File: src/core/acps_pkg.sv
`default_nettype none
package acps_pkg;
  // Clock and start-up timer
  localparam int          CLK_MHZ          = 100;
  localparam int          STARTUP_TIME_US  = 16400;
  localparam int          STARTUP_CYCLES   = STARTUP_TIME_US * CLK_MHZ;
  localparam int          TMR_W            = 24;
  // Synchronised pin vector layout
  localparam int          SI_PWR_N         = 0;
  localparam int          SI_MUTE          = 1;
  localparam int          SI_ROLE          = 2;
  localparam int          SI_SYNC          = 3;
  localparam int          SI_N             = 4;
  localparam logic [3:0]  SI_RST           = 4'h0;
  // Register map, byte addresses
  localparam int          ADDR_W           = 8;
  localparam logic [7:0]  OFS_CTRL         = 8'h00;
  localparam logic [7:0]  OFS_OSC_HALF     = 8'h04;
  localparam logic [7:0]  OFS_STATUS       = 8'h08;
  localparam logic [7:0]  OFS_IRQ_STATUS   = 8'h0c;
  localparam logic [7:0]  OFS_IRQ_CLEAR    = 8'h10;
  localparam logic [7:0]  OFS_IRQ_ENABLE   = 8'h14;
  localparam logic [7:0]  OFS_SYNC_PERIOD  = 8'h18;
  // Control fields and reset values
  localparam int          CTRL_SW_MUTE     = 0;
  localparam int          OSC_W            = 16;
  localparam logic [15:0] OSC_HALF_RST     = 16'h00c8;
  // Status fields
  localparam int          ST_STATE_LO      = 0;
  localparam int          ST_OUT_EN        = 2;
  localparam int          ST_FAULT         = 3;
  localparam int          ST_THERM         = 4;
  localparam int          ST_ROLE          = 5;
  localparam int          ST_LOW_PWR       = 6;
  // Interrupt events
  localparam int          IRQ_SHORT        = 0;
  localparam int          IRQ_THERM_TRIP   = 1;
  localparam int          IRQ_THERM_CLR    = 2;
  localparam int          IRQ_RUN          = 3;
  localparam int          IRQ_N            = 4;
  // AXI responses
  localparam logic [1:0]  RESP_OKAY        = 2'h0;
  localparam logic [1:0]  RESP_SLVERR      = 2'h2;

  typedef enum logic [1:0] {
    ACPS_OFF  = 2'h0,
    ACPS_BIAS = 2'h1,
    ACPS_WAIT = 2'h3,
    ACPS_RUN  = 2'h2
  } acps_state_t;
endpackage
`default_nettype wire

File: src/core/acps_pins_if.sv
`timescale 1ns/1ns
`default_nettype none
interface acps_pins_if;
  import acps_pkg::*;
  logic [SI_N-1:0] lvl;
  modport src (output lvl);
  modport dst (input lvl);
endinterface
`default_nettype wire

File: src/core/acps_pin_sync.sv
`timescale 1ns/1ns
`default_nettype none
module acps_pin_sync (
  input  wire logic                  sys_clk,
  input  wire logic                  rst_n,
  input  wire logic                  clk_en,
  input  wire logic [acps_pkg::SI_N-1:0] raw,
  acps_pins_if.src                   pins
);
  import acps_pkg::*;

  logic [SI_N-1:0] meta_ff;
  logic [SI_N-1:0] lvl_ff;

  genvar i;
  generate
    for (i = 0; i < SI_N; i++) begin : g_bit
      always_ff @(posedge sys_clk or negedge rst_n) begin
        if (!rst_n) begin
          meta_ff[i] <= SI_RST[i];
          lvl_ff[i]  <= SI_RST[i];
        end else if (clk_en) begin
          meta_ff[i] <= raw[i];
          lvl_ff[i]  <= meta_ff[i];
        end
      end
    end
  endgenerate

  assign pins.lvl = lvl_ff;
endmodule
`default_nettype wire

File: src/core/acps_sequencer.sv
// Our own choices: the AXI4-Lite slave port and the address map.
`timescale 1ns/1ns
`default_nettype none
module acps_sequencer #(
  parameter int STARTUP_CYC = acps_pkg::STARTUP_CYCLES
) (
  input  wire logic                      sys_clk,
  input  wire logic                      rst_n,
  input  wire logic                      clk_en,
  input  wire logic [acps_pkg::ADDR_W-1:0] s_axi_awaddr,
  input  wire logic                      s_axi_awvalid,
  output logic                           s_axi_awready,
  input  wire logic [31:0]               s_axi_wdata,
  input  wire logic [3:0]                s_axi_wstrb,
  input  wire logic                      s_axi_wvalid,
  output logic                           s_axi_wready,
  output logic [1:0]                     s_axi_bresp,
  output logic                           s_axi_bvalid,
  input  wire logic                      s_axi_bready,
  input  wire logic [acps_pkg::ADDR_W-1:0] s_axi_araddr,
  input  wire logic                      s_axi_arvalid,
  output logic                           s_axi_arready,
  output logic [31:0]                    s_axi_rdata,
  output logic [1:0]                     s_axi_rresp,
  output logic                           s_axi_rvalid,
  input  wire logic                      s_axi_rready,
  input  wire logic                      pwr_off_n,
  input  wire logic                      out_disable,
  input  wire logic                      timing_role_select,
  input  wire logic                      sync_in,
  output logic                           sync_out,
  output logic                           sync_oe,
  input  wire logic                      bias_ref_ok,
  input  wire logic                      short_det,
  input  wire logic                      temp_trip,
  input  wire logic                      temp_cooled,
  output logic                           out_enable,
  output logic                           low_power,
  output logic                           short_alarm,
  output logic                           switch_clk,
  output logic                           irq
);
  import acps_pkg::*;

  localparam logic [TMR_W-1:0] TMR_LAST = TMR_W'(STARTUP_CYC - 1);

  acps_pins_if pins ();

  acps_pin_sync u_sync (
    .sys_clk (sys_clk),
    .rst_n   (rst_n),
    .clk_en  (clk_en),
    .raw     ({sync_in, timing_role_select, out_disable, pwr_off_n}),
    .pins    (pins.src)
  );

  logic              pwr_on_s;
  logic              mute_s;
  logic              master_s;
  logic              sync_s;
  logic              mute_eff;
  acps_state_t       state_ff;
  acps_state_t       nxt_state;
  logic [TMR_W-1:0]  tmr_ff;
  logic              fault_ff;
  logic              therm_ff;
  logic              out_en_ff;
  logic              sw_mute_ff;
  logic [OSC_W-1:0]  osc_half_ff;
  logic [OSC_W-1:0]  osc_cnt_ff;
  logic              sw_clk_ff;
  logic              sync_d_ff;
  logic              sync_rise;
  logic [OSC_W-1:0]  per_cnt_ff;
  logic [OSC_W-1:0]  sync_per_ff;
  logic [IRQ_N-1:0]  irq_stat_ff;
  logic [IRQ_N-1:0]  irq_en_ff;
  logic [IRQ_N-1:0]  irq_evt;
  logic [IRQ_N-1:0]  irq_clr;
  logic              aw_got_ff;
  logic              w_got_ff;
  logic [ADDR_W-1:0] awaddr_ff;
  logic [31:0]       wdata_ff;
  logic [3:0]        wstrb_ff;
  logic              wr_go;
  logic              wr_hit;
  logic [31:0]       rd_val;
  logic              rd_hit;

  assign pwr_on_s = pins.lvl[SI_PWR_N];
  assign mute_s   = pins.lvl[SI_MUTE];
  assign master_s = pins.lvl[SI_ROLE];
  assign sync_s   = pins.lvl[SI_SYNC];
  assign mute_eff = mute_s | sw_mute_ff;

  // Start-up sequencer; shutdown by pin or thermal trip restarts the sequence
  always_comb begin
    nxt_state = state_ff;
    unique case (state_ff)
      ACPS_OFF: begin
        if (pwr_on_s && !therm_ff) begin
          nxt_state = ACPS_BIAS;
        end
      end
      ACPS_BIAS: begin
        if (bias_ref_ok) begin
          nxt_state = ACPS_WAIT;
        end
      end
      ACPS_WAIT: begin
        if (tmr_ff == TMR_LAST) begin
          nxt_state = ACPS_RUN;
        end
      end
      ACPS_RUN: begin
        nxt_state = ACPS_RUN;
      end
    endcase
    if (!pwr_on_s || therm_ff) begin
      nxt_state = ACPS_OFF;
    end
  end

  always_ff @(posedge sys_clk or negedge rst_n) begin
    if (!rst_n) begin
      state_ff <= ACPS_OFF;
    end else if (clk_en) begin
      state_ff <= nxt_state;
    end
  end

  always_ff @(posedge sys_clk or negedge rst_n) begin
    if (!rst_n) begin
      tmr_ff <= '0;
    end else if (clk_en) begin
      if (state_ff == ACPS_WAIT && nxt_state == ACPS_WAIT) begin
        tmr_ff <= tmr_ff + 1'b1;
      end else begin
        tmr_ff <= '0;
      end
    end
  end

  // Latched short fault: set wins over the clear by mute or power-off
  always_ff @(posedge sys_clk or negedge rst_n) begin
    if (!rst_n) begin
      fault_ff <= 1'b0;
    end else if (clk_en) begin
      if (short_det && out_en_ff) begin
        fault_ff <= 1'b1;
      end else if (mute_s || !pwr_on_s) begin
        fault_ff <= 1'b0;
      end
    end
  end

  // Thermal hysteresis from the two comparator levels
  always_ff @(posedge sys_clk or negedge rst_n) begin
    if (!rst_n) begin
      therm_ff <= 1'b0;
    end else if (clk_en) begin
      if (temp_trip) begin
        therm_ff <= 1'b1;
      end else if (temp_cooled) begin
        therm_ff <= 1'b0;
      end
    end
  end

  // Output drive; the same-cycle short term cuts drive at the same edge that sets the latch
  always_ff @(posedge sys_clk or negedge rst_n) begin
    if (!rst_n) begin
      out_en_ff <= 1'b0;
    end else if (clk_en) begin
      out_en_ff <= (nxt_state == ACPS_RUN) && !mute_eff && !fault_ff
                   && !(short_det && out_en_ff);
    end
  end

  // Switching clock: divider in master role, follows sync pin in slave role
  always_ff @(posedge sys_clk or negedge rst_n) begin
    if (!rst_n) begin
      osc_cnt_ff <= '0;
      sw_clk_ff  <= 1'b0;
    end else if (clk_en) begin
      if (master_s) begin
        if (osc_cnt_ff >= osc_half_ff - 1'b1) begin
          osc_cnt_ff <= '0;
          sw_clk_ff  <= ~sw_clk_ff;
        end else begin
          osc_cnt_ff <= osc_cnt_ff + 1'b1;
        end
      end else begin
        osc_cnt_ff <= '0;
        sw_clk_ff  <= sync_s;
      end
    end
  end

  // Incoming sync period, in system clocks
  assign sync_rise = sync_s && !sync_d_ff;

  always_ff @(posedge sys_clk or negedge rst_n) begin
    if (!rst_n) begin
      sync_d_ff   <= 1'b0;
      per_cnt_ff  <= '0;
      sync_per_ff <= '0;
    end else if (clk_en) begin
      sync_d_ff <= sync_s;
      if (master_s) begin
        per_cnt_ff <= '0;
      end else if (sync_rise) begin
        sync_per_ff <= per_cnt_ff + 1'b1;
        per_cnt_ff  <= '0;
      end else if (per_cnt_ff != '1) begin
        per_cnt_ff <= per_cnt_ff + 1'b1;
      end
    end
  end

  assign sync_out    = sw_clk_ff;
  assign sync_oe     = master_s;
  assign switch_clk  = sw_clk_ff;
  assign out_enable  = out_en_ff;
  assign short_alarm = fault_ff;
  assign low_power   = (state_ff == ACPS_OFF);

  // Interrupt events
  assign irq_evt[IRQ_SHORT]      = short_det && out_en_ff;
  assign irq_evt[IRQ_THERM_TRIP] = temp_trip && !therm_ff;
  assign irq_evt[IRQ_THERM_CLR]  = therm_ff && !temp_trip && temp_cooled;
  assign irq_evt[IRQ_RUN]        = (state_ff == ACPS_WAIT) && (nxt_state == ACPS_RUN);
  assign irq_clr = (wr_go && awaddr_ff == OFS_IRQ_CLEAR && wstrb_ff[0])
                   ? wdata_ff[IRQ_N-1:0] : '0;

  always_ff @(posedge sys_clk or negedge rst_n) begin
    if (!rst_n) begin
      irq_stat_ff <= '0;
    end else if (clk_en) begin
      irq_stat_ff <= (irq_stat_ff & ~irq_clr) | irq_evt;
    end
  end

  assign irq = |(irq_stat_ff & irq_en_ff);

  // AXI4-Lite write: address and data taken in either order
  assign s_axi_awready = !aw_got_ff && !s_axi_bvalid;
  assign s_axi_wready  = !w_got_ff && !s_axi_bvalid;
  assign wr_go         = aw_got_ff && w_got_ff && !s_axi_bvalid;
  assign wr_hit        = (awaddr_ff == OFS_CTRL) || (awaddr_ff == OFS_OSC_HALF)
                         || (awaddr_ff == OFS_IRQ_CLEAR) || (awaddr_ff == OFS_IRQ_ENABLE);

  always_ff @(posedge sys_clk or negedge rst_n) begin
    if (!rst_n) begin
      aw_got_ff    <= 1'b0;
      w_got_ff     <= 1'b0;
      awaddr_ff    <= '0;
      wdata_ff     <= '0;
      wstrb_ff     <= '0;
      s_axi_bvalid <= 1'b0;
      s_axi_bresp  <= RESP_OKAY;
    end else if (clk_en) begin
      if (s_axi_awvalid && s_axi_awready) begin
        aw_got_ff <= 1'b1;
        awaddr_ff <= {s_axi_awaddr[ADDR_W-1:2], 2'h0};
      end
      if (s_axi_wvalid && s_axi_wready) begin
        w_got_ff <= 1'b1;
        wdata_ff <= s_axi_wdata;
        wstrb_ff <= s_axi_wstrb;
      end
      if (wr_go) begin
        aw_got_ff    <= 1'b0;
        w_got_ff     <= 1'b0;
        s_axi_bvalid <= 1'b1;
        s_axi_bresp  <= wr_hit ? RESP_OKAY : RESP_SLVERR;
      end else if (s_axi_bvalid && s_axi_bready) begin
        s_axi_bvalid <= 1'b0;
      end
    end
  end

  always_ff @(posedge sys_clk or negedge rst_n) begin
    if (!rst_n) begin
      sw_mute_ff  <= 1'b0;
      osc_half_ff <= OSC_HALF_RST;
      irq_en_ff   <= '0;
    end else if (clk_en && wr_go) begin
      if (awaddr_ff == OFS_CTRL && wstrb_ff[0]) begin
        sw_mute_ff <= wdata_ff[CTRL_SW_MUTE];
      end
      if (awaddr_ff == OFS_OSC_HALF) begin
        if (wstrb_ff[0]) begin
          osc_half_ff[7:0] <= wdata_ff[7:0];
        end
        if (wstrb_ff[1]) begin
          osc_half_ff[15:8] <= wdata_ff[15:8];
        end
      end
      if (awaddr_ff == OFS_IRQ_ENABLE && wstrb_ff[0]) begin
        irq_en_ff <= wdata_ff[IRQ_N-1:0];
      end
    end
  end

  // AXI4-Lite read
  assign s_axi_arready = !s_axi_rvalid;

  always_comb begin
    rd_val = '0;
    rd_hit = 1'b1;
    unique case ({s_axi_araddr[ADDR_W-1:2], 2'h0})
      OFS_CTRL:        rd_val[CTRL_SW_MUTE] = sw_mute_ff;
      OFS_OSC_HALF:    rd_val[OSC_W-1:0] = osc_half_ff;
      OFS_STATUS: begin
        rd_val[ST_STATE_LO +: 2] = state_ff;
        rd_val[ST_OUT_EN]        = out_en_ff;
        rd_val[ST_FAULT]         = fault_ff;
        rd_val[ST_THERM]         = therm_ff;
        rd_val[ST_ROLE]          = master_s;
        rd_val[ST_LOW_PWR]       = low_power;
      end
      OFS_IRQ_STATUS:  rd_val[IRQ_N-1:0] = irq_stat_ff;
      OFS_IRQ_CLEAR:   rd_val = '0;
      OFS_IRQ_ENABLE:  rd_val[IRQ_N-1:0] = irq_en_ff;
      OFS_SYNC_PERIOD: rd_val[OSC_W-1:0] = sync_per_ff;
      default:         rd_hit = 1'b0;
    endcase
  end

  always_ff @(posedge sys_clk or negedge rst_n) begin
    if (!rst_n) begin
      s_axi_rvalid <= 1'b0;
      s_axi_rdata  <= '0;
      s_axi_rresp  <= RESP_OKAY;
    end else if (clk_en) begin
      if (s_axi_arvalid && s_axi_arready) begin
        s_axi_rvalid <= 1'b1;
        s_axi_rdata  <= rd_val;
        s_axi_rresp  <= rd_hit ? RESP_OKAY : RESP_SLVERR;
      end else if (s_axi_rvalid && s_axi_rready) begin
        s_axi_rvalid <= 1'b0;
      end
    end
  end
endmodule
`default_nettype wire

File: config.mk
export PLATFORM = sky130hd
export DESIGN_NAME = acps_sequencer
export DESIGN_NICKNAME = d
export VERILOG_FILES = /design/src/core/acps_pkg.sv /design/src/core/acps_pins_if.sv /design/src/core/acps_pin_sync.sv /design/src/core/acps_sequencer.sv
export SDC_FILE = /design/constraint.sdc
export NUM_CORES = 1
export LEC_CHECK = 0
export ABC_AREA = 0
export BUFFER_PORTS_ARGS = -buffer_cell sky130_fd_sc_hd__buf_2
export CAP_MARGIN = 15
export CORE_MARGIN = 2
export CORE_UTILIZATION = 43
export CTS_BUF_LIST = sky130_fd_sc_hd__clkbuf_8
export DETAILED_ROUTE_END_ITERATION = 7
export PLACE_DENSITY_LB_ADDON = 0.08
export SLEW_MARGIN = 25
export SYNTH_ARGS = -nofsm -noshare
export SYNTH_HDL_FRONTEND = slang
export SYNTH_HIERARCHICAL = 1
export SYNTH_SLANG_ARGS = --single-unit
export TNS_END_PERCENT = 30
File: constraint.sdc
create_clock -name sys_clk -period 6.8 [get_ports sys_clk]
set_clock_uncertainty 0.05 [all_clocks]
set_input_delay 1.36 -clock sys_clk [delete_from_list [all_inputs] [get_ports sys_clk]]
set_output_delay 1.36 -clock sys_clk [all_outputs]
set_load 0.1 [all_outputs]
==> flow_summary.yaml <==
detailed_routing:
  drtIter0Drc: 351
  first_pass_iters: 5
  wl_um: 17800
  num_vias: 5751
  avgViaCountPerCell: 5.34
  drc: 0
  final_antenna_net_count: 0
  wl_per_cell_um: 16.5
setup_path:
  crit_path_end_kind: "register"
  reg2regPathDepth: 14
  crit_arrival_ps: 4240
  crit_required_ps: 7090
  criticalPathCategory: "register to register"
  crit_fanout: 14
  worst_setup_path_start_kind: "register"
  reg2reg_slack_ps: 2850
sta:
  setup_violations: 0
  slew_viol_final: 0
  worst_pin_slew_ps: 1040
  finalCritPeriodShare_pct: 58.2
  setup_tns_ps: 0
  hold_violations: 0
  slew_headroom_pct: 30.6
  clock.fmax_ghz: 0.253
  rsz0062_at_grt: "no"
  finalCriticalPeriod_ps: 3950
logic_synthesis:
  ys_seq_area_share_pct: 49.3
  yosys_warnings: 6
  avgSynthCellArea_um2: 10.5
  postSynthCellCount: 765
  synth-seq-cells: 158
  synth_area_um2: 8020
  ys_async_sr_fraction_pct: 100
  synth-edff-count: 0
  yosys_most_used_dff: "dfrtp_1"
  synth_cell_type_count: 64
clocking:
  numCtsBuffers: 17
  clockRootBuffer: "clkbuf_8"
  cts_hold_buf: 0
  postCtsResizedCells: 0
  postCtsSetupRepairBufs: 0
  cts_sinks: 158
  clockBufferDepth: 2
  path_clk_slew_ps: 90
  cts_tree: "yes"
  clkLatencyLatePin_ps: 450
  htree_levels: 4
global_routing:
  grt_pass1_wl_um: 29500
  grt_max_degree: 99
  grt_pass1_vias: 5644
  antenna_found_initial: 0
  grtUsageTotal_pct: 18.8
  grt-ovfl-total: 0
power:
  pwr-share-comb_pct: 34.9
  vdd_drop_max_mv: 0.178
  leakage_nw: 4.19
  sequentialPowerShare_pct: 42.1
  power.total_mw: 3.09
  powerDensity_nw_per_um2: 347
  p_int_mw: 1.91
  clkPwrFrac_pct: 23.0
  p_sw_share_pct: 38.2
  p_switching_mw: 1.18
finish:
  diodes: 0
  num-nets-final: 923
  drive_gt1_share_pct: 21.7
  area_growth_pct: 11.1
floorplan:
  ios: 116
  dieWidth_um: 141
  die_area_um2: 19800
  die_h_um: 141
  rows: 49
  core_um2: 18100
  start_util_pct: 44.2
place:
  io_buffers: 75
  gp_congestion: 0.842
  hpwl_um: 12700
worst_hold_path:
  min_delay_path_depth: 2
  hp-class: "register to register"
outcome:
  outcome: "complete, no violations"
flow_run:
  drv_cap: 0
power groups by stage:
stage	sequential [mW]	clock, mW	combinational, mW
final	1.30	0.710	1.08
after global routing	1.33	0.778	1.20
after CTS	1.30	0.734	1.10
after detailed placement	1.32	0	1.09
after global placement	1.31	0	1.05
after floorplan	1.37	0	0.806
layout by cell type, fill, tap and decap left out, types with 8 or more instances in the layout:
master,count
clkbuf_8,18
nand2b_1,9
buf_2,74
ha_1,20
conb_1,18
nor2_1,86
nand4_1,15
inv_1,20
mux2_2,47
and3_1,18
xnor2_1,27
mux2_4,9
a21oi_1,26
xor2_1,33
nand2_1,67
o21ai_0,48
a22oi_1,11
dfrtp_1,155
nand3_1,23
nor3_1,8
final timing paths:
check,startpoint,to
max in group asynchronous,rst_n,irq_en_ff[1]
min,s_axi_rdata[11],s_axi_rdata[11]
max reg2reg,osc_half_ff[0],switch_clk
min in group asynchronous,rst_n,awaddr_ff[3]
min reg2reg,s_axi_rdata[11],s_axi_rdata[11]
max,osc_half_ff[0],switch_clk
metrics by stage:
| stage | hold WS [ps] | instances | setup slack [ps] | util, % | area [um^2] |
|---|---|---|---|---|---|
| after floorplan | 427 | 782 | 3220 | - | 8080 |
| after global placement | 414 | 1045 | 2880 | 46.8 | 8500 |
| after detailed placement | 417 | 1045 | 2820 | 46.8 | 8500 |
| after CTS | 442 | 1077 | 2820 | 49.0 | 8900 |
| after global routing | 464 | 1077 | 2530 | 49.1 | 8910 |
| final | 438 | 1077 | 2850 | 49.1 | 8910 |
Yosys cell counts, types with 5 or more instances:
master / n / share of area [%]
a21o_1: 6 / 0.56
a21oi_1: 26 / 1.6
a22oi_1: 11 / 1.0
and2_1: 5 / 0.39
and3_1: 18 / 1.4
buf_2: 10 / 0.62
buf_4: 20 / 1.9
clkbuf_1: 11 / 0.51
dfrtp_1: 155 / 48
ha_1: 20 / 3.1
inv_1: 17 / 0.80
mux2_2: 47 / 6.6
mux2_4: 9 / 1.7
mux2i_1: 5 / 0.62
nand2_1: 67 / 3.1
nand2b_1: 9 / 0.70
nand3_1: 23 / 1.4
nand4_1: 15 / 1.2
nor2_1: 86 / 4.0
nor3_1: 8 / 0.50
nor4_1: 6 / 0.47
o21ai_0: 48 / 3.0
o31ai_1: 6 / 0.56
or3_1: 6 / 0.47
xnor2_1: 27 / 2.9
xor2_1: 33 / 3.6
sequential cells by signal, summed over array words and instances, names as in the netlist, 2 cells and up:
name             cells
u_sync/meta_ff       4
u_sync/pins.lvl      4
tmr_ff              24
osc_cnt_ff          16
irq_stat_ff          4
awaddr_ff            6
wstrb_ff             2
sync_per_ff         16
wdata_ff            16
osc_half_ff         16
s_axi_rdata         16
per_cnt_ff          16
irq_en_ff            4
state_ff             2
worst max-delay path, stage by stage (launching register included):
cell      delay [ps]
dfrtp_1          410
inv_1             90
ha_1             180
nand2b_1          90
nor4_1           520
nand2_1          220
nor3_1           260
xnor2_1          150
ha_1             270
a21oi_1          150
nand2_1           70
a2111o_1         420
o31ai_2          400
nor2_2           210
mux2_4           340
cell type report:
cell class	instances	area (um^2)
clock inverter	14	153
tap	229	287
multi-input combinational	562	3790
fill	1700	9240
inverter	17	63.8
sequential	158	3960
clock buffer	18	248
timing repair buffer	79	412
kinds of logic (layout without fill, tap and decap cells):
logic type	Yosys count	after routing	share of synthesized area, %
simple gates	274	274	17.3
flops	158	158	49.3
compound gates	129	129	10.4
buf+inv	62	128	4.37
mux	61	61	8.91
xor+xnor	60	60	6.55
fa+ha+maj	20	20	3.12
other cells	1	18	0.0468
metal layers:
metal | GRT usage (%) | wire length [um] | vias up
met2 | 28.9 | 8220 | 126
met3 | 4.93 | 929 | 15
met1 | 26.7 | 8460 | 2815
met5 | 0 | 0 | -
li1 | - | - | 2795
met4 | 4.84 | 189 | 0
Power figures use the tool's default switching activity.
